--- config.mk ---
export PLATFORM = sky130hd
export DESIGN_NAME = ltm_transceiver
export DESIGN_NICKNAME = d
export VERILOG_FILES = /design/src/shared/ltm_pkg.sv /design/src/core/ltm_transceiver.sv
export SDC_FILE = /design/constraint.sdc
export NUM_CORES = 1
export LEC_CHECK = 0
export BUFFER_PORTS_ARGS = -buffer_cell sky130_fd_sc_hd__buf_2
export CORE_ASPECT_RATIO = 1.4
export CORE_MARGIN = 4
export CORE_UTILIZATION = 55
export DETAILED_ROUTE_END_ITERATION = 10
export PLACE_DENSITY = 0.82
export SKIP_CTS_REPAIR_TIMING = 1
export SYNTH_ARGS = -nofsm -noshare
export SYNTH_HDL_FRONTEND = slang
export SYNTH_SLANG_ARGS = --single-unit
--- constraint.sdc ---
create_clock -name i_ref_clk -period 3.41 [get_ports i_ref_clk]
set_input_delay 0.341 -clock i_ref_clk [delete_from_list [all_inputs] [get_ports i_ref_clk]]
set_output_delay 0.341 -clock i_ref_clk [all_outputs]
set_load 0.1 [all_outputs]
--- src/shared/ltm_pkg.sv ---
package ltm_pkg;
    // Transceiver mode codes as software writes them
    typedef enum logic [1:0] {
        LTM_OFF     = 2'h0,
        LTM_WAKE    = 2'h1,
        LTM_RXONLY  = 2'h2,
        LTM_NORMAL  = 2'h3
    } ltm_mode_type;

    // Device power modes, one-hot
    typedef enum logic [4:0] {
        LTM_PM_NORMAL   = 5'h01,
        LTM_PM_STOP     = 5'h02,
        LTM_PM_SLEEP    = 5'h04,
        LTM_PM_RESTART  = 5'h08,
        LTM_PM_FAILSAFE = 5'h10
    } ltm_pmode_type;

    // Wake detector states, one-hot
    typedef enum logic [3:0] {
        LTM_WK_IDLE  = 4'h1,
        LTM_WK_LOW   = 4'h2,
        LTM_WK_QUAL  = 4'h4,
        LTM_WK_DONE  = 4'h8
    } ltm_wk_state_type;

    // Software command bundle, taken on the write strobe; slope and flash apply at select rise
    typedef struct packed {
        logic         write;       // One-cycle write strobe
        ltm_mode_type mode;        // Requested transceiver mode
        logic         low_slope;   // Low slope request
        logic         flash;       // Flash mode request
        logic         clear_fail;  // Clear fault flag
    } ltm_cmd_type;

    localparam int          LTM_CLK_MHZ        = 200;
    // Wake qualifying time, window 30..150 us; 60 us chosen
    localparam int          LTM_WAKE_TIME_US   = 60;
    localparam int          LTM_WAKE_CYCLES    = LTM_WAKE_TIME_US * LTM_CLK_MHZ;
    localparam int          LTM_TXTO_TIME_US   = 20000;
    localparam int          LTM_TXTO_CYCLES    = LTM_TXTO_TIME_US * LTM_CLK_MHZ;
    localparam int          LTM_BUSTO_TIME_US  = 20000;
    localparam int          LTM_BUSTO_CYCLES   = LTM_BUSTO_TIME_US * LTM_CLK_MHZ;
    localparam int          LTM_EN_TIME_US     = 10;
    localparam int          LTM_EN_CYCLES      = LTM_EN_TIME_US * LTM_CLK_MHZ;
    localparam int          LTM_CNT_W          = 24;
    localparam ltm_mode_type LTM_MODE_RST      = LTM_OFF;
endpackage

--- src/core/ltm_transceiver.sv ---
// Behaviour
// - Start off; off ignores bus wakes
// - Normal mode only in Normal/Stop
// - Normal mode copies tx and rx
// - Early dominant dropped; next one sent
// - Receive-only: driver off, rx delivered
// - Wake mode selectable; forced in fail-safe
// - Wake: long dominant then rising edge
// - Wake dominant time 30 to 150 us
// - Wake holds rx low until an accepted non-wake mode write
// - Wake response depends on power mode
// - Mode still reads wake code after wake
// - Rearm by toggling mode then wake
// - Rearm on Stop, Sleep, Fail-Safe entry
// - Normal/Stop wake: interrupt, status, rx low
// - Stop wake enables watchdog if option set
// - Sleep/fail-safe wake: restart, no interrupt
// - Tx timeout disables driver, sets fault
// - Bus dominant timeout sets fault
// - Undervoltage disables driver and receiver
// - Default normal slope; bit selects low
// - Slope applies at select rise, Normal only
// - Flash bit disables slope control; not done here, o_flash and o_low_slope are set independently
module ltm_transceiver
    import ltm_pkg::*;
#(
    parameter int unsigned TXTO_CYCLES  = LTM_TXTO_CYCLES,
    parameter int unsigned BUSTO_CYCLES = LTM_BUSTO_CYCLES,
    parameter int unsigned WAKE_CYCLES  = LTM_WAKE_CYCLES
) (
    input  wire logic          i_ref_clk,
    input  wire logic          i_rst_n,
    input  wire ltm_cmd_type   i_cmd,               // Software command
    input  wire logic          i_spi_select_n,      // Chip select
    input  wire ltm_pmode_type i_pmode,             // Current power mode
    input  wire logic          i_watchdog_on_bus_wake,
    input  wire logic          i_watchdog_enabled,
    input  wire logic          i_supply_uv,         // Supply below threshold
    input  wire logic          i_bus_tx_input,      // From controller, 0 dominant
    input  wire logic          i_bus_level,         // Received bus level
    output logic               o_bus_drive_low,     // Driver pulls bus dominant
    output logic               o_bus_rx_output,     // To controller
    output ltm_mode_type       o_mode,              // Mode readback
    output logic               o_low_slope,
    output logic               o_flash,
    output logic               o_fail,              // Sticky fault flag
    output logic               o_wake_source_status,
    output logic               o_interrupt_out_n,
    output logic               o_restart_req,       // Pulse: go to Restart
    output logic               o_watchdog_enable    // Pulse: enable watchdog
);
    // Reset release through two flops
    logic rst_s1;
    logic rst_n;
    always_ff @(posedge i_ref_clk or negedge i_rst_n) begin
        if (!i_rst_n) begin
            rst_s1 <= 1'b0;
            rst_n  <= 1'b0;
        end else begin
            rst_s1 <= 1'b1;
            rst_n  <= rst_s1;
        end
    end

    // Count saturating at a limit
    function automatic logic [LTM_CNT_W-1:0] sat_inc(input logic [LTM_CNT_W-1:0] c, input int unsigned lim);
        sat_inc = (c >= LTM_CNT_W'(lim)) ? c : c + LTM_CNT_W'(1);
    endfunction

    ltm_mode_type          mode, next_mode;
    logic                  low_slope, next_low_slope;
    logic                  flash, next_flash;
    logic                  fail, next_fail;
    logic                  wake_source_status, next_wake_source_status;
    logic                  armed, next_armed;       // Wake detection armed
    logic                  woke, next_woke;         // Rx held low after wake
    logic                  int_n, next_int_n;
    logic                  restart, next_restart;
    logic                  wd_en, next_wd_en;
    logic                  sel_q;                   // Select delayed for edge
    logic                  pend_slope, next_pend_slope;
    logic                  pend_flash, next_pend_flash;
    ltm_pmode_type         pm_q;                    // Previous power mode
    ltm_wk_state_type      wk, next_wk;
    logic [LTM_CNT_W-1:0]  wk_cnt, next_wk_cnt;
    logic [LTM_CNT_W-1:0]  tx_cnt, next_tx_cnt;
    logic [LTM_CNT_W-1:0]  bus_cnt, next_bus_cnt;
    logic [LTM_CNT_W-1:0]  en_cnt, next_en_cnt;
    logic                  tx_block, next_tx_block; // Dominant seen before enable done
    logic                  tx_to, next_tx_to;       // Timeout latched until recessive
    logic                  drive, next_drive;
    logic                  rx, next_rx;

    logic pm_nrm_stop;
    logic wake_evt;
    logic sel_rise;
    logic pm_enter;
    assign pm_nrm_stop = (i_pmode == LTM_PM_NORMAL) || (i_pmode == LTM_PM_STOP);
    assign sel_rise    = i_spi_select_n && !sel_q;
    // Entry into a power mode that rearms wake detection
    assign pm_enter    = (i_pmode != pm_q) && (i_pmode == LTM_PM_STOP || i_pmode == LTM_PM_SLEEP
                         || i_pmode == LTM_PM_FAILSAFE);
    // Mode is checked again here: a mode write on the edge that entered QUAL must not let a wake through
    assign wake_evt    = (wk == LTM_WK_QUAL) && i_bus_level && (mode == LTM_WAKE);

    // Wake detector: falling edge, long dominant, then rising edge
    always_comb begin
        next_wk     = wk;
        next_wk_cnt = wk_cnt;
        case (wk)
            LTM_WK_IDLE: begin
                next_wk_cnt = '0;
                if (mode == LTM_WAKE && armed && !i_supply_uv && i_bus_level) begin
                    next_wk = LTM_WK_DONE;
                end
            end
            LTM_WK_DONE: begin          // Recessive seen, wait for falling edge
                next_wk_cnt = '0;
                if (mode != LTM_WAKE || !armed) begin
                    next_wk = LTM_WK_IDLE;
                end else if (!i_bus_level) begin
                    next_wk = LTM_WK_LOW;
                end
            end
            LTM_WK_LOW: begin
                next_wk_cnt = sat_inc(wk_cnt, WAKE_CYCLES);
                if (mode != LTM_WAKE || !armed) begin
                    next_wk = LTM_WK_IDLE;
                end else if (i_bus_level) begin
                    next_wk = LTM_WK_DONE;  // Too short, ignore
                end else if (wk_cnt >= LTM_CNT_W'(WAKE_CYCLES)) begin
                    next_wk = LTM_WK_QUAL;
                end
            end
            LTM_WK_QUAL: begin
                if (i_bus_level || mode != LTM_WAKE) begin
                    next_wk = LTM_WK_IDLE;
                end
            end
            default: next_wk = LTM_WK_IDLE;
        endcase
    end

    // Mode, configuration, wake response and fault state
    always_comb begin
        next_mode       = mode;
        next_low_slope  = low_slope;
        next_flash      = flash;
        next_fail       = fail;
        next_wake_source_status    = wake_source_status;
        next_armed      = armed;
        next_woke       = woke;
        next_int_n      = 1'b1;
        next_restart    = 1'b0;
        next_wd_en      = 1'b0;
        next_pend_slope = pend_slope;
        next_pend_flash = pend_flash;
        if (i_cmd.write) begin
            // Normal and receive-only only in Normal/Stop; wake not in fail-safe
            if (((i_cmd.mode == LTM_NORMAL || i_cmd.mode == LTM_RXONLY) && pm_nrm_stop)
                || (i_cmd.mode == LTM_WAKE && i_pmode != LTM_PM_FAILSAFE)
                || i_cmd.mode == LTM_OFF) begin
                next_mode = i_cmd.mode;
                if (i_cmd.mode != LTM_WAKE) begin
                    next_woke  = 1'b0;
                    next_armed = 1'b1;
                end
            end
            if (i_pmode == LTM_PM_NORMAL) begin
                next_pend_slope = i_cmd.low_slope;
                next_pend_flash = i_cmd.flash;
            end
            if (i_cmd.clear_fail) begin
                next_fail = 1'b0;
            end
        end
        if (sel_rise) begin
            next_low_slope = pend_slope;
            next_flash     = pend_flash;
        end
        if (i_pmode == LTM_PM_FAILSAFE) begin
            next_mode = LTM_WAKE;
        end
        if (pm_enter) begin
            next_armed = 1'b1;
        end
        if (wake_evt) begin             // Mode stays wake code
            next_woke    = 1'b1;
            next_armed   = 1'b0;
            next_wake_source_status = 1'b1;
            if (pm_nrm_stop) begin
                next_int_n = 1'b0;
                if (i_pmode == LTM_PM_STOP && i_watchdog_on_bus_wake && !i_watchdog_enabled) begin
                    next_wd_en = 1'b1;
                end
            end else begin
                next_restart = 1'b1;
            end
        end
        // Set wins over a clear in the same cycle
        if ((tx_cnt >= LTM_CNT_W'(TXTO_CYCLES)) || (bus_cnt >= LTM_CNT_W'(BUSTO_CYCLES))) begin
            next_fail = 1'b1;
        end
    end

    // Datapath: enable time, tx timeout, bus clamp, undervoltage
    always_comb begin
        next_en_cnt   = (mode == LTM_NORMAL) ? sat_inc(en_cnt, LTM_EN_CYCLES) : '0;
        next_tx_cnt   = i_bus_tx_input ? '0 : sat_inc(tx_cnt, TXTO_CYCLES);
        next_bus_cnt  = (!i_bus_level && (mode == LTM_NORMAL || mode == LTM_RXONLY) && !i_supply_uv)
                        ? sat_inc(bus_cnt, BUSTO_CYCLES) : '0;
        next_tx_to    = i_bus_tx_input ? 1'b0 : (tx_to || tx_cnt >= LTM_CNT_W'(TXTO_CYCLES));
        next_tx_block = tx_block;
        if (mode != LTM_NORMAL) begin
            next_tx_block = 1'b0;
        end else if (en_cnt < LTM_CNT_W'(LTM_EN_CYCLES) && !i_bus_tx_input) begin
            next_tx_block = 1'b1;
        end else if (i_bus_tx_input) begin
            next_tx_block = 1'b0;
        end
        next_drive = (mode == LTM_NORMAL) && !i_bus_tx_input && !i_supply_uv
                     && en_cnt >= LTM_CNT_W'(LTM_EN_CYCLES) && !tx_block && !next_tx_to;
        if (woke) begin
            next_rx = 1'b0;
        end else if ((mode == LTM_NORMAL || mode == LTM_RXONLY) && !i_supply_uv) begin
            next_rx = i_bus_level;
        end else begin
            next_rx = 1'b1;
        end
    end

    // Register all state
    always_ff @(posedge i_ref_clk or negedge rst_n) begin
        if (!rst_n) begin
            mode       <= LTM_MODE_RST;
            low_slope  <= 1'b0;
            flash      <= 1'b0;
            fail       <= 1'b0;
            wake_source_status    <= 1'b0;
            armed      <= 1'b1;
            woke       <= 1'b0;
            int_n      <= 1'b1;
            restart    <= 1'b0;
            wd_en      <= 1'b0;
            sel_q      <= 1'b1;
            pend_slope <= 1'b0;
            pend_flash <= 1'b0;
            pm_q       <= LTM_PM_NORMAL;
            wk         <= LTM_WK_IDLE;
            wk_cnt     <= '0;
            tx_cnt     <= '0;
            bus_cnt    <= '0;
            en_cnt     <= '0;
            tx_block   <= 1'b0;
            tx_to      <= 1'b0;
            drive      <= 1'b0;
            rx         <= 1'b1;
        end else begin
            mode       <= next_mode;
            low_slope  <= next_low_slope;
            flash      <= next_flash;
            fail       <= next_fail;
            wake_source_status    <= next_wake_source_status;
            armed      <= next_armed;
            woke       <= next_woke;
            int_n      <= next_int_n;
            restart    <= next_restart;
            wd_en      <= next_wd_en;
            sel_q      <= i_spi_select_n;
            pend_slope <= next_pend_slope;
            pend_flash <= next_pend_flash;
            pm_q       <= i_pmode;
            wk         <= next_wk;
            wk_cnt     <= next_wk_cnt;
            tx_cnt     <= next_tx_cnt;
            bus_cnt    <= next_bus_cnt;
            en_cnt     <= next_en_cnt;
            tx_block   <= next_tx_block;
            tx_to      <= next_tx_to;
            drive      <= next_drive;
            rx         <= next_rx;
        end
    end

    // Outputs straight from flops; wake status clears only by reset here
    assign o_bus_drive_low      = drive;
    assign o_bus_rx_output      = rx;
    assign o_mode               = mode;
    assign o_low_slope          = low_slope;
    assign o_flash              = flash;
    assign o_fail               = fail;
    assign o_wake_source_status = wake_source_status;
    assign o_interrupt_out_n    = int_n;
    assign o_restart_req        = restart;
    assign o_watchdog_enable    = wd_en;
endmodule

# Word level (Yosys, flattened, before mapping)
# Cells that the tools add are included.
word_totals:
  wordCells: 164
  rom_bits: 0
  out_inout_bits: 11
  latchBits: 0
  register_bits: 125
  mem_count: 0
  mem_bits_rw: 0
classes:
  n_bitwise: 0
  n_shift: 0
  order_cmp: 5
  reduce_logical: 60
  n_mux: 43
  multipliers: 0
  eq_ne: 27
  addsub: 4
  n_div: 0
op_table:
  columns: ["cell", "n"]
  rows:
  - ["$mux 24", 7]
  - ["$add 24x1->24 const B", 4]
  - ["$ge 24x22->1 const B", 2]
  - ["$pmux 24 s2", 1]
  - ["$mux 4", 7]
  - ["$ge 24x11->1 const B", 1]
  - ["$ge 24x14->1 const B", 1]
  - ["$lt 24x11->1 const B", 1]
  - ["$mux 1", 24]
  - ["$logic_and 1x1->1", 20]
  - ["$pmux 4 s4", 1]
  - ["$reduce_bool 2->1", 8]
  - ["$ne 2x2->1 const B", 6]
  - ["$reduce_bool 3->1", 4]
  - ["$logic_or 1x1->1", 11]
  - ["$eq 2x2->1 const B", 4]
  - ["$logic_not 1->1", 8]
  - ["$reduce_and 2->1", 4]
  - ["$mux 2", 3]
  - ["$ne 2x1->1 const B", 3]
  - ["$reduce_and 3->1", 2]
  - ["$eq 5x1->1 const B", 1]
  - ["$eq 5x2->1 const B", 1]
  - ["$eq 5x3->1 const B", 1]
  - ["other kinds (13)", 14]

# Depth between registers and ports, before layout
# Gate-level depths: netlist of the first run.
logic_depth:
  depth_word: 9
  depth_mapped: 7

# Least setup slack after synthesis of the first run
# OpenSTA, ideal clock, no wires.
synth_timing:
  path_type: "reg2reg"
  from: "reg mode[0], in the netlist o_mode[0]"
  to: "reg wk[3]"
  arrival_ns: 2.457
  period_less_slack_ns: 2.582
  setup_slack_ns: 0.828
  stages_incl_launch_ff: 6
  setup_time_ns: 0.125
  path_cell_list: "dfrtp_1 -> nand3b_1 -> or4bb_1 -> a31oi_1 -> a21oi_1 -> mux2_2"
synth_via:
  elab_chain_cells: 6
synth_rtl:
  columns: ["element", "line", "text"]
  rows:
  - ["start, declared", "ltm_transceiver.sv:70", "ltm_mode_type mode, next_mode;"]
  - ["start signal, assigned", "ltm_transceiver.sv:259", "mode <= next_mode;"]
  - ["$eq 2x1->1", "ltm_transceiver.sv:113", "if (mode == LTM_WAKE && armed && !i_supply_uv && i_bus_level) begin"]
  - ["$logic_and 1x1->1 (3 in series)", "ltm_transceiver.sv:113", null]
  - ["$ne 2x2->1 (no line)", null, null]
  - ["$reduce_and 4->1 (no line)", null, null]
  - ["end signal, assigned", "ltm_transceiver.sv:273", "wk <= next_wk;"]
  - ["end, declared", "ltm_transceiver.sv:84", "ltm_wk_state_type wk, next_wk;"]
# Parallel ways exist; a longest one is shown, timed or not.
# A chain may end at the register's enable or synchronous reset.

# Worst setup path in the final report of the first run
layout_timing:
  from: "reg bus_cnt[14]"
  to: "reg bus_cnt[14]"
layout_via:
  elab_chain_cells: 3
layout_rtl:
  columns: ["element", "line", "text"]
  rows:
  - ["start, declared", "ltm_transceiver.sv:87", "logic [LTM_CNT_W-1:0] bus_cnt, next_bus_cnt;"]
  - ["start signal, assigned", "ltm_transceiver.sv:276", "bus_cnt <= next_bus_cnt;"]
  - ["$add 24x1->24", "ltm_transceiver.sv:67", "sat_inc = (c >= LTM_CNT_W'(lim)) ? c : c + LTM_CNT_W'(1);"]
  - ["$mux 24", "ltm_transceiver.sv:67", null]
  - ["$mux 24", "ltm_transceiver.sv:211", "? sat_inc(bus_cnt, BUSTO_CYCLES) : '0;"]
# Parallel ways exist; a longest one is shown, timed or not. The select of a mux whose other input is x is not followed.

==> results of run 1 <==
[worst max-delay path: stages (launching register included)]
cell and delay [ns]:
dfrtp_1 0.43, or4_1 0.55, o211ai_2 0.48, nand2_1 0.25, or4_1 0.54, a21oi_1 0.16
[power breakdown]
group / total (W) / switching, W / internal [W]
Combinational: 0.000549 / 0.000400 / 0.000148
Clock: 0.00191 / 0.000632 / 0.00128
Sequential: 0.00164 / 0.0000878 / 0.00155
Total: 0.00409 / 0.00112 / 0.00297
[flip-flops by register name, indices dropped and copies added (netlist names), 2 cells and up]
signal	count
en_cnt	24
wk_cnt	24
tx_cnt	24
wk	4
pm_q	5
o_mode	2
bus_cnt	24
[cell type report]
| cell class | count | area (um^2) |
|---|---|---|
| Tap cell | 138 | 173 |
| Clock inverter | 11 | 164 |
| Sequential cell | 125 | 3140 |
| Timing Repair Buffer | 32 | 183 |
| Multi-Input combinational cell | 420 | 2690 |
| Inverter | 20 | 75.1 |
| Fill cell | 775 | 3620 |
| Clock buffer | 21 | 470 |
[layout by cell type (no fill, tap or decap), types with 3 or more instances in the layout]
master	instances
and3_1	23
clkbuf_16	17
o31a_1	3
nor2_1	67
nand4b_1	4
nor4_1	14
nand2b_1	3
nand4_1	13
xnor2_1	28
buf_2	29
nor2b_1	6
dfstp_2	6
nor4b_1	6
mux2_2	5
a21oi_1	25
and2_1	14
xor2_1	15
dfrtp_1	118
o21ai_0	21
or3_1	13
clkinv_2	4
o211ai_1	4
and4_1	9
nor3_1	10
nand3_1	22
clkbuf_8	3
mux2i_1	3
inv_1	20
a31oi_1	4
ha_1	8
or4_1	10
nand3b_1	3
bufinv_16	4
o31ai_1	6
nand2_1	44
[routing by layer]
metal	routed length (um)	track usage
met5	0	0
met2	6570	0.348
met3	470	0.0549
met1	4920	0.261
met4	261	0.0831
[metrics by stage]
step | cells | hold slack (ns)
after floorplan | 583 | 0.0454
after global placement | 734 | 0.126
after detailed placement | 734 | 0.128
after CTS | 766 | -0.312
after global routing | 767 | 0.0261
final | 767 | 0.0396
[cells by family after synthesis]
family	Yosys count
XOR/XNOR	44
buffers and inverters	38
adder cells (fa/ha/maj)	8
other	1
AND/OR/NAND/NOR	276
flip-flops	125
multiplexers	8
AO/OA/AOI/OAI	83
[worst max-delay path by stage]
stage                           start     endpoint  slack, ns  cells past startpoint
final                     bus_cnt[14]  bus_cnt[14]       0.91                      5
after global routing      bus_cnt[14]  bus_cnt[14]       0.67                      5
after CTS                 bus_cnt[14]  bus_cnt[14]       0.93                      5
after detailed placement  bus_cnt[14]  bus_cnt[14]       0.95                      5
after global placement    bus_cnt[14]  bus_cnt[14]       1.00                      5
after floorplan             o_mode[0]        wk[3]       0.83                      5
==> results.md, run 1 <==
* Main synth FF type: dfrtp_1
* Clock Tree Buf Depth at 2
* Pwr Density at 594 nW/um^2
* Worst-path clk slew at 0.05 ns
* Clk Tree Root Cell: clkbuf_16
* Post-synth top cells: dfrtp_1, nor2_1, nand2_1, xnor2_1, a21oi_1
* Max VDD drop at 0.000415 V
* Top-count cell post-synth: dfrtp_1
* Max-slew violations at 0
* Vias at 4502
* Overall power at 0.00409 W
* Core area at 10500 um^2
* P_leak at approximately 3.1 nW
* Sequential area share after synthesis at 0.523
* # DRC at 0
* Crit path max fanout at 11
* Io pins at 30
* End of the worst register-to-register path: bus_cnt[14]
* Initial antenna violation count at 0
* Placed Area at 6250 um^2
* Overflow left after global routing at 0
* Synth top area share at 0.497
* # setup viols final at 0
* Total Wirelength at 12200 um
* Syn Nets at 610
* Flop2flop setup slack at 0.91 ns
* Area grow syn2layout at 15.0%
* Largest net degree at the start of global routing at 73
* Top area cells in the synthesized netlist: dfrtp_1, nor2_1, xnor2_1
* Hold Path Depth at 1
* GP Congestion at slightly below 0.9
* Critical Path RT at 3.73 ns
* Initial Utilization at 0.570
* DR WL/cell at ~16 um
* ANT nets after route at 0
* FF+latch count, synth at 125
* Die ar. at ~13000 um^2
* Largest family of logic cells by synthesized area: simple AND/OR/NAND/NOR gates
* Vias in the first global route at 4581
* Clock latency on the worst-skew pair at 0.41 ns
* Warning count from the yosys run at 0
* Worst-Margin Slew at 0.911 ns
* First-pass GRT wire length at 21200 um
* Starting DRT DRC Count at 301
* Critical Path End Type: flop
* Rows at between 40 and 50
* Port Buffers at 29
* RSZ-0062 raised after global routing: false
* Final Cycle Share at 0.734
* Clock sinks at 125
* Antenna cells at 0
* Relative slew slack at 0.393
* Final setup skew at 0.00804 ns
* Routed vias/inst at 5.87
* Max-cap viol count at 0
* Fin area at 6890 um^2
* Pre-antenna DRT Iters at 6
* Syn avg cell area at between 10 and 15 um^2
* CTS H-tree lvls at 4
* Share of cells above drive strength 1 at 0.148
* Final Hold Fails at 0
* Inserted Clock Buffers at 17
* Setup TNS at 0 ns
* Compound-cell area share of the yosys netlist at 0.0908
* Hold Crit Start: i_spi_select_n
* Async S/R FF share, synth at 1.00
* Post-Synth XOR/XNOR Area at 0.0656
* Element type at the critical path start: flop
* Mapped cell area at 5990 um^2
* Die Wd at ~96 um
* Critical path type: flop to flop
* Total global-route track usage at 0.211
* Yosys top cell by area: dfrtp_1
* Min cycle time layout at 2.50 ns
* R2R Path Start: bus_cnt[14]
* Final Net Count at 643
* Outcome: complete, no violations
* Worst slack at placement at between 0.9 and 1 ns
* Hold path endpoint: sel_q
* Worst reg2reg path depth at 5
* Min-delay worst type: input pin to flop
* CTS tree: done
* Crit path DAT at 2.82 ns
* Mux share of post-synthesis cell area at 0.0144
* Post-synthesis adder-cell area fraction at 0.0167
* PnR worst setup slack at 0.908 ns
* Synth unique cells at 66
* Max Freq at 400 MHz
* Util after Layout at 0.655
* DP Wirelength at 8110 um
* Post-synth EDFFs at 0
* Post-Synthesis Cells at 583
* Die H at between 100 and 150 um
* Post-Synth Simple-Gate Area at 0.260
(Power assumes the default switching activity.)
==> inputs of run 2 (changes only) <==
- CORE_UTILIZATION: 55 -> 57
- PLACE_DENSITY: 0.82 -> 0.81
- clock period: 3.41 -> 2.6 ns (I/O delays scaled with it)
==> run 2 against run 1 <==
Against the previous run:
- via count up 0.84%
- register-to-register slack worse by 0.63 ns
- fmax up 7.8%
- critical path depth unchanged
- clock power up 8%
- hold slack worse by 0.00063 ns
- worst setup slack worse by 0.63 ns
- sequential share of layout area up 0.29 points
- clock skew down 0.0032 ns
- combinational power up 37%
- first-iteration DRC count down 11%
- highest routed layer unchanged
==> results.md, run 2 (synthesis results as in run 1) <==
* Outcome: complete, no violations (unchanged)
* Overflow left after global routing at 0 (unchanged)
* PnR worst setup slack at 0.279 ns (was 0.908 ns)
* Sw Share at 0.287 (was 0.274)
* # setup viols final at 0 (unchanged)
* Relative slew slack at 0.411 (was 0.393)
* Commonest non-fill, non-tap cell in the layout: dfrtp_1 (unchanged)
* Max-cap viol count at 0 (unchanged)
* Share of cells above drive strength 1 at 0.143 (was 0.148)
* DR WL/cell at 15.9 um (about the same)
* Combinational share of power at 0.152 (was 0.134)
* CTS H-tree lvls at 4 (unchanged)
* Clock latency on the worst-skew pair at 0.41 ns (about the same)
* Clk Tree Root Cell: clkbuf_16 (unchanged)
* Max VDD drop at 0.000499 V (was 0.000415 V)
* Final Cycle Share at 0.893 (was 0.734)
* Element type at the critical path start: flop (unchanged)
* DP Wirelength at 8230 um (was 8110 um)
* Flop2flop setup slack at 0.28 ns (was 0.91 ns)
* Net Switching at 0.00141 W (was 0.00112 W)
* Critical path type: flop to flop (unchanged)
* GP Congestion at 0.821 (was 0.874)
* Worst reg2reg path depth at 5 (unchanged)
* Internal at 0.00352 W (was 0.00297 W)
* Die H at 129 um (was 132 um)
* Filler Cell Count at 832 (was 775)
* Final Hold Fails at 0 (unchanged)
* Final Net Count at 652 (was 643)
* End of the worst register-to-register path: wk[3] (was bus_cnt[14])
* Total global-route track usage at 0.221 (was 0.211)
* Vias in the first global route at 4520 (was 4581)
* Setup TNS at 0 ns (unchanged)
* Clock power share at 0.419 (was 0.466)
* Pre-antenna DRT Iters at 4 (was 6)
* Rows at 44 (unchanged)
* Routed vias/inst at 5.85 (was 5.87)
* Pwr Density at 721 nW/um^2 (was 594 nW/um^2)
* Starting DRT DRC Count at 268 (was 301)
* Total Wirelength at 12400 um (was 12200 um)
* Min cycle time layout at 2.32 ns (was 2.50 ns)
* CTS tree: done (unchanged)
* Min-delay worst type: input pin to flop (unchanged)
* Crit path DAT at 2.61 ns (was 2.82 ns)
* Initial antenna violation count at 0 (unchanged)
* Die Wd at 94.7 um (was 96.2 um)
* Worst-path clk slew at 0.05 ns (about the same)
* Worst slack at placement at 0.295 ns (was 0.946 ns)
* Initial Utilization at 0.579 (was 0.570)
* Most frequent cells in the layout: dfrtp_1, nor2_1, nand2_1 (unchanged)
* Max Freq at 431 MHz (was 400 MHz)
* Core area at 10300 um^2 (was 10500 um^2)
* Antenna cells at 0 (unchanged)
* Largest net degree at the start of global routing at 57 (was 73)
* Port Buffers at 29 (unchanged)
* R2R Path Start: wk[0] (was bus_cnt[14])
* RSZ-0062 raised after global routing: false (unchanged)
* Die ar. at 12200 um^2 (was 12700 um^2)
* Final setup skew at 0.00486 ns (was 0.00804 ns)
* Io pins at 30 (unchanged)
* Vias at 4540 (was 4502)
* Area grow syn2layout at 14.3% (was 15.0%)
* Max-slew violations at 0 (unchanged)
* Clock Tree Buf Depth at 2 (unchanged)
* Clock sinks at 125 (unchanged)
* Crit path max fanout at 8 (was 11)
* Hold path endpoint: pm_q[2] (was sel_q)
* Hold Crit Start: i_pmode[2] (was i_spi_select_n)
* First-pass GRT wire length at 21100 um (was 21200 um)
* Hold Path Depth at 1 (unchanged)
* Worst-Margin Slew at 0.872 ns (was 0.911 ns)
* Sequential power share at 0.429 (was 0.400)
* ANT nets after route at 0 (unchanged)
* # DRC at 0 (unchanged)
* Inserted Clock Buffers at 17 (unchanged)
* P_leak at 3.05 nW (was 3.07 nW)
* Critical Path End Type: flop (unchanged)
* Critical Path RT at 2.89 ns (was 3.73 ns)
## run 2: cell types whose count changed in the layout (fill, tap and decap cells not counted)
cell / change
clkinvlp_4: -2
dlygate4sd3_1: +3
clkinv_2: -1
buf_4: +6
bufinv_16: -4
clkinv_4: -1
clkbuf_1: +8
## run 2: layout make-up
type                       count  area [um^2]  share of cell area
inverter                      20         75.1              0.0110
clock buffer                  29          500              0.0731
clock inverter                 3         15.0             0.00219
sequential                   125         3140               0.458
tap                          138          173              0.0252
multi-input combinational    420         2690               0.392
timing repair buffer          41          258              0.0376
## run 2: worst max path at each step
stage | startpoint | end | slack, ns
2_1_floorplan | o_mode[0] | wk[3] | 0.02
3_3_place_gp | bus_cnt[14] | bus_cnt[14] | 0.41
3_5_place_dp | wk[0] | wk_cnt[12] | 0.30
4_1_cts | bus_cnt[14] | bus_cnt[14] | 0.28
5_1_grt | bus_cnt[14] | bus_cnt[14] | 0.14
6_report | wk[0] | wk[3] | 0.28
## run 2: power groups by stage
| stage | sequential, W | combinational, W | clock, W |
|---|---|---|---|
| 6_report | 0.00212 | 0.000753 | 0.00207 |
| 5_1_grt | 0.00213 | 0.000818 | 0.00219 |
| 4_1_cts | 0.00212 | 0.000748 | 0.00211 |
| 3_5_place_dp | 0.00215 | 0.000744 | 0 |
| 3_3_place_gp | 0.00214 | 0.000712 | 0 |
| 2_1_floorplan | 0.00229 | 0.000444 | 0 |
## run 2: critical path: stages, from the launching register on
cell and delay, ns:
dfstp_2 0.61, nor4b_1 0.66, o21ai_0 0.19, a31oi_1 0.35, a21oi_1 0.11, mux2_2 0.28
## run 2: metrics by stage
| step | instance area, um^2 | total power, W | util | hold slack (ns) | std cells |
|---|---|---|---|---|---|
| 2_1_floorplan | 5990 | 0.00273 | - | -0.0356 | 583 |
| 3_3_place_gp | 6290 | 0.00285 | 0.608 | 0.0450 | 740 |
| 3_5_place_dp | 6290 | 0.00289 | 0.608 | 0.0490 | 740 |
| 4_1_cts | 6810 | 0.00497 | 0.658 | -0.391 | 772 |
| 5_1_grt | 6850 | 0.00513 | 0.662 | 0.0354 | 776 |
| 6_report | 6850 | 0.00494 | 0.662 | 0.0390 | 776 |
## run 2: layer usage
| layer | track usage | part of all wire | wire, um |
|---|---|---|---|
| met1 | 0.269 | 0.42 | 5170 |
| met2 | 0.365 | 0.52 | 6430 |
| met3 | 0.0575 | 0.035 | 432 |
| met4 | 0.105 | 0.026 | 318 |
| met5 | 0 | 0 | 0 |
==> inputs of run 3 (changes only) <==
- CORE_MARGIN: 4 -> 3
- CORE_UTILIZATION: 57 -> 50
- PLACE_DENSITY: 0.81 -> 0.73
==> run 3 against run 2 <==
Against the previous run:
- total power increased by 5.1%
- first-iteration DRC count down 24%
- clock skew about the same
- sequential power is essentially flat
- wire length shrank 3.5%
- global-route usage shrank 2.6 points
- hold slack gained 0.0038 ns
- die area is 9.1% higher
- combinational power decreased by 2%
- critical path depth stayed put
- largest cell class unchanged
==> results.md, run 3 (synthesis results as in run 1) <==
* Outcome: complete, no violations (unchanged)
* Buf/Inv on CP at 0 (unchanged)
* Min-delay worst type: input pin to flop (unchanged)
* Io pins at 30 (unchanged)
* Max-cap viol count at 0 (unchanged)
* Pwr Density at 746 nW/um^2 (was 721 nW/um^2)
* Critical path type: flop to flop (unchanged)
* Worst-Margin Slew at 0.899 ns (was 0.872 ns)
* Initial antenna violation count at 0 (unchanged)
* Total Wirelength at 11900 um (was 12400 um)
* Placed Area at 6320 um^2 (was 6290 um^2)
* Clock sinks at 125 (unchanged)
* Clk Tree Root Cell: clkbuf_16 (unchanged)
* Vias at 4437 (was 4540)
* Fin area at 6960 um^2 (was 6850 um^2)
* RSZ-0062 raised after global routing: false (unchanged)
* Final Hold Fails at 0 (unchanged)
* Die ar. at 13400 um^2 (was 12200 um^2)
* # DRC at 0 (unchanged)
* Overflow left after global routing at 0 (unchanged)
* Max-slew violations at 0 (unchanged)
* Delay-heaviest family, CP: simple AND/OR/NAND/NOR gates (unchanged)
* Clock latency on the worst-skew pair at 0.41 ns (about the same)
* Port Buffers at 29 (unchanged)
* Relative slew slack at 0.399 (was 0.411)
* Clock Tree Buf Depth at 2 (unchanged)
* DR WL/cell at 15.2 um (was 15.9 um)
* Element type at the critical path start: flop (unchanged)
* Total global-route track usage at 0.194 (was 0.221)
* Final Cycle Share at 0.910 (was 0.893)
* CTS tree: done (unchanged)
* DP Wirelength at 8120 um (was 8230 um)
* Cell Chain, Critical Path: xor2_2, o211ai_1, nor4b_2, nor3b_1, mux2i_1 (was nor4b_1, o21ai_0, a31oi_1, a21oi_1, mux2_2)
* CTS H-tree lvls at 4 (unchanged)
* Vias in the first global route at 4569 (was 4520)
* Die H at 136 um (was 129 um)
* Final Net Count at 653 (was 652)
* Util after Layout at 0.604 (was 0.662)
* Rows at 46 (was 44)
* Starting DRT DRC Count at 205 (was 268)
* Largest net degree at the start of global routing at 52 (was 57)
* P_leak at 3.10 nW (was 3.05 nW)
* Overall power at 0.00519 W (was 0.00494 W)
* Setup TNS at 0 ns (unchanged)
* CP max stage delay at 0.77 ns (was 0.66 ns)
* Most frequent cells in the layout: dfrtp_1, nor2_1, nand2_1 (unchanged)
* Core area at 11500 um^2 (was 10300 um^2)
* Final setup skew at 0.00518 ns (was 0.00486 ns)
* Routed vias/inst at 5.67 (was 5.85)
* First-pass GRT wire length at 20900 um (was 21100 um)
* Antenna cells at 0 (unchanged)
* Commonest non-fill, non-tap cell in the layout: dfrtp_1 (unchanged)
* Critical Path RT at 2.93 ns (was 2.89 ns)
* Inserted Clock Buffers at 17 (unchanged)
* GP Congestion at 0.834 (was 0.821)
* ANT nets after route at 0 (unchanged)
* Slowest-stage cell, CP: nor4b_2 (was nor4b_1)
* Max VDD drop at 0.000609 V (was 0.000499 V)
* Critical Path End Type: flop (unchanged)
* # setup viols final at 0 (unchanged)
* Initial Utilization at 0.521 (was 0.579)
* Share of cells above drive strength 1 at 0.155 (was 0.143)
* Max Freq at 423 MHz (was 431 MHz)
* Flop2flop setup slack at 0.23 ns (was 0.28 ns)
* Crit path max fanout at 10 (was 8)
* Die Wd at 98.5 um (was 94.7 um)
* Worst-path clk slew at 0.05 ns (about the same)
* Min cycle time layout at 2.37 ns (was 2.32 ns)
* Area grow syn2layout at 16.1% (was 14.3%)
* Pre-antenna DRT Iters at 4 (unchanged)
* Crit path DAT at 2.70 ns (was 2.61 ns)
## run 3: where the power goes
| part | switching [W] | leakage (nW) | internal, W |
|---|---|---|---|
| combinational | 0.000536 | 1.11 | 0.000205 |
| clock | 0.000812 | 0.295 | 0.00151 |
| sequential | 0.0000887 | 1.70 | 0.00203 |
## run 3: worst register-to-register path: stages, from the launching register on
cell and delay, ns:
dfstp_2 0.61, xor2_2 0.18, o211ai_1 0.15, nor4b_2 0.77, nor3b_1 0.37, mux2i_1 0.22
## run 3: path summary, 6_finish.rpt
check | from | end | depth (start not counted)
min in group asynchronous | i_rst_n | rst_n | 2
min | i_pmode[2] | pm_q[2] | 1
min reg2reg | rst_s1 | rst_n | 0
max reg2reg | wk[0] | wk_cnt[12] | 5
max in group asynchronous | rst_n | o_interrupt_out_n | 1
max | wk[0] | wk_cnt[12] | 5
## run 3: per-stage QoR
stage               worst slack, ns  hold slack (ns)  std cells
floorplan                    0.0181          -0.0356        583
global placement              0.400           0.0450        747
detailed placement            0.309           0.0483        747
CTS                           0.220           -0.391        779
global route                 0.0504           0.0345        783
finish                        0.234           0.0429        783
## run 3: cell type report
cell class	count	area, um^2
Clock inverter	5	52.6
Inverter	20	75.1
Timing Repair Buffer	42	278
Sequential cell	125	3140
Multi-Input combinational cell	420	2690
Fill cell	966	4560
Clock buffer	27	543
Tap cell	144	180
## run 3: per-layer routing
layer / vias to the layer above / global-route usage / wire length, um
met5: - / 0 / 0
met1: 2171 / 0.231 / 5170
met2: 75 / 0.328 / 6080
met3: 23 / 0.0489 / 361
li1: 2168 / - / -
met4: 0 / 0.0972 / 318
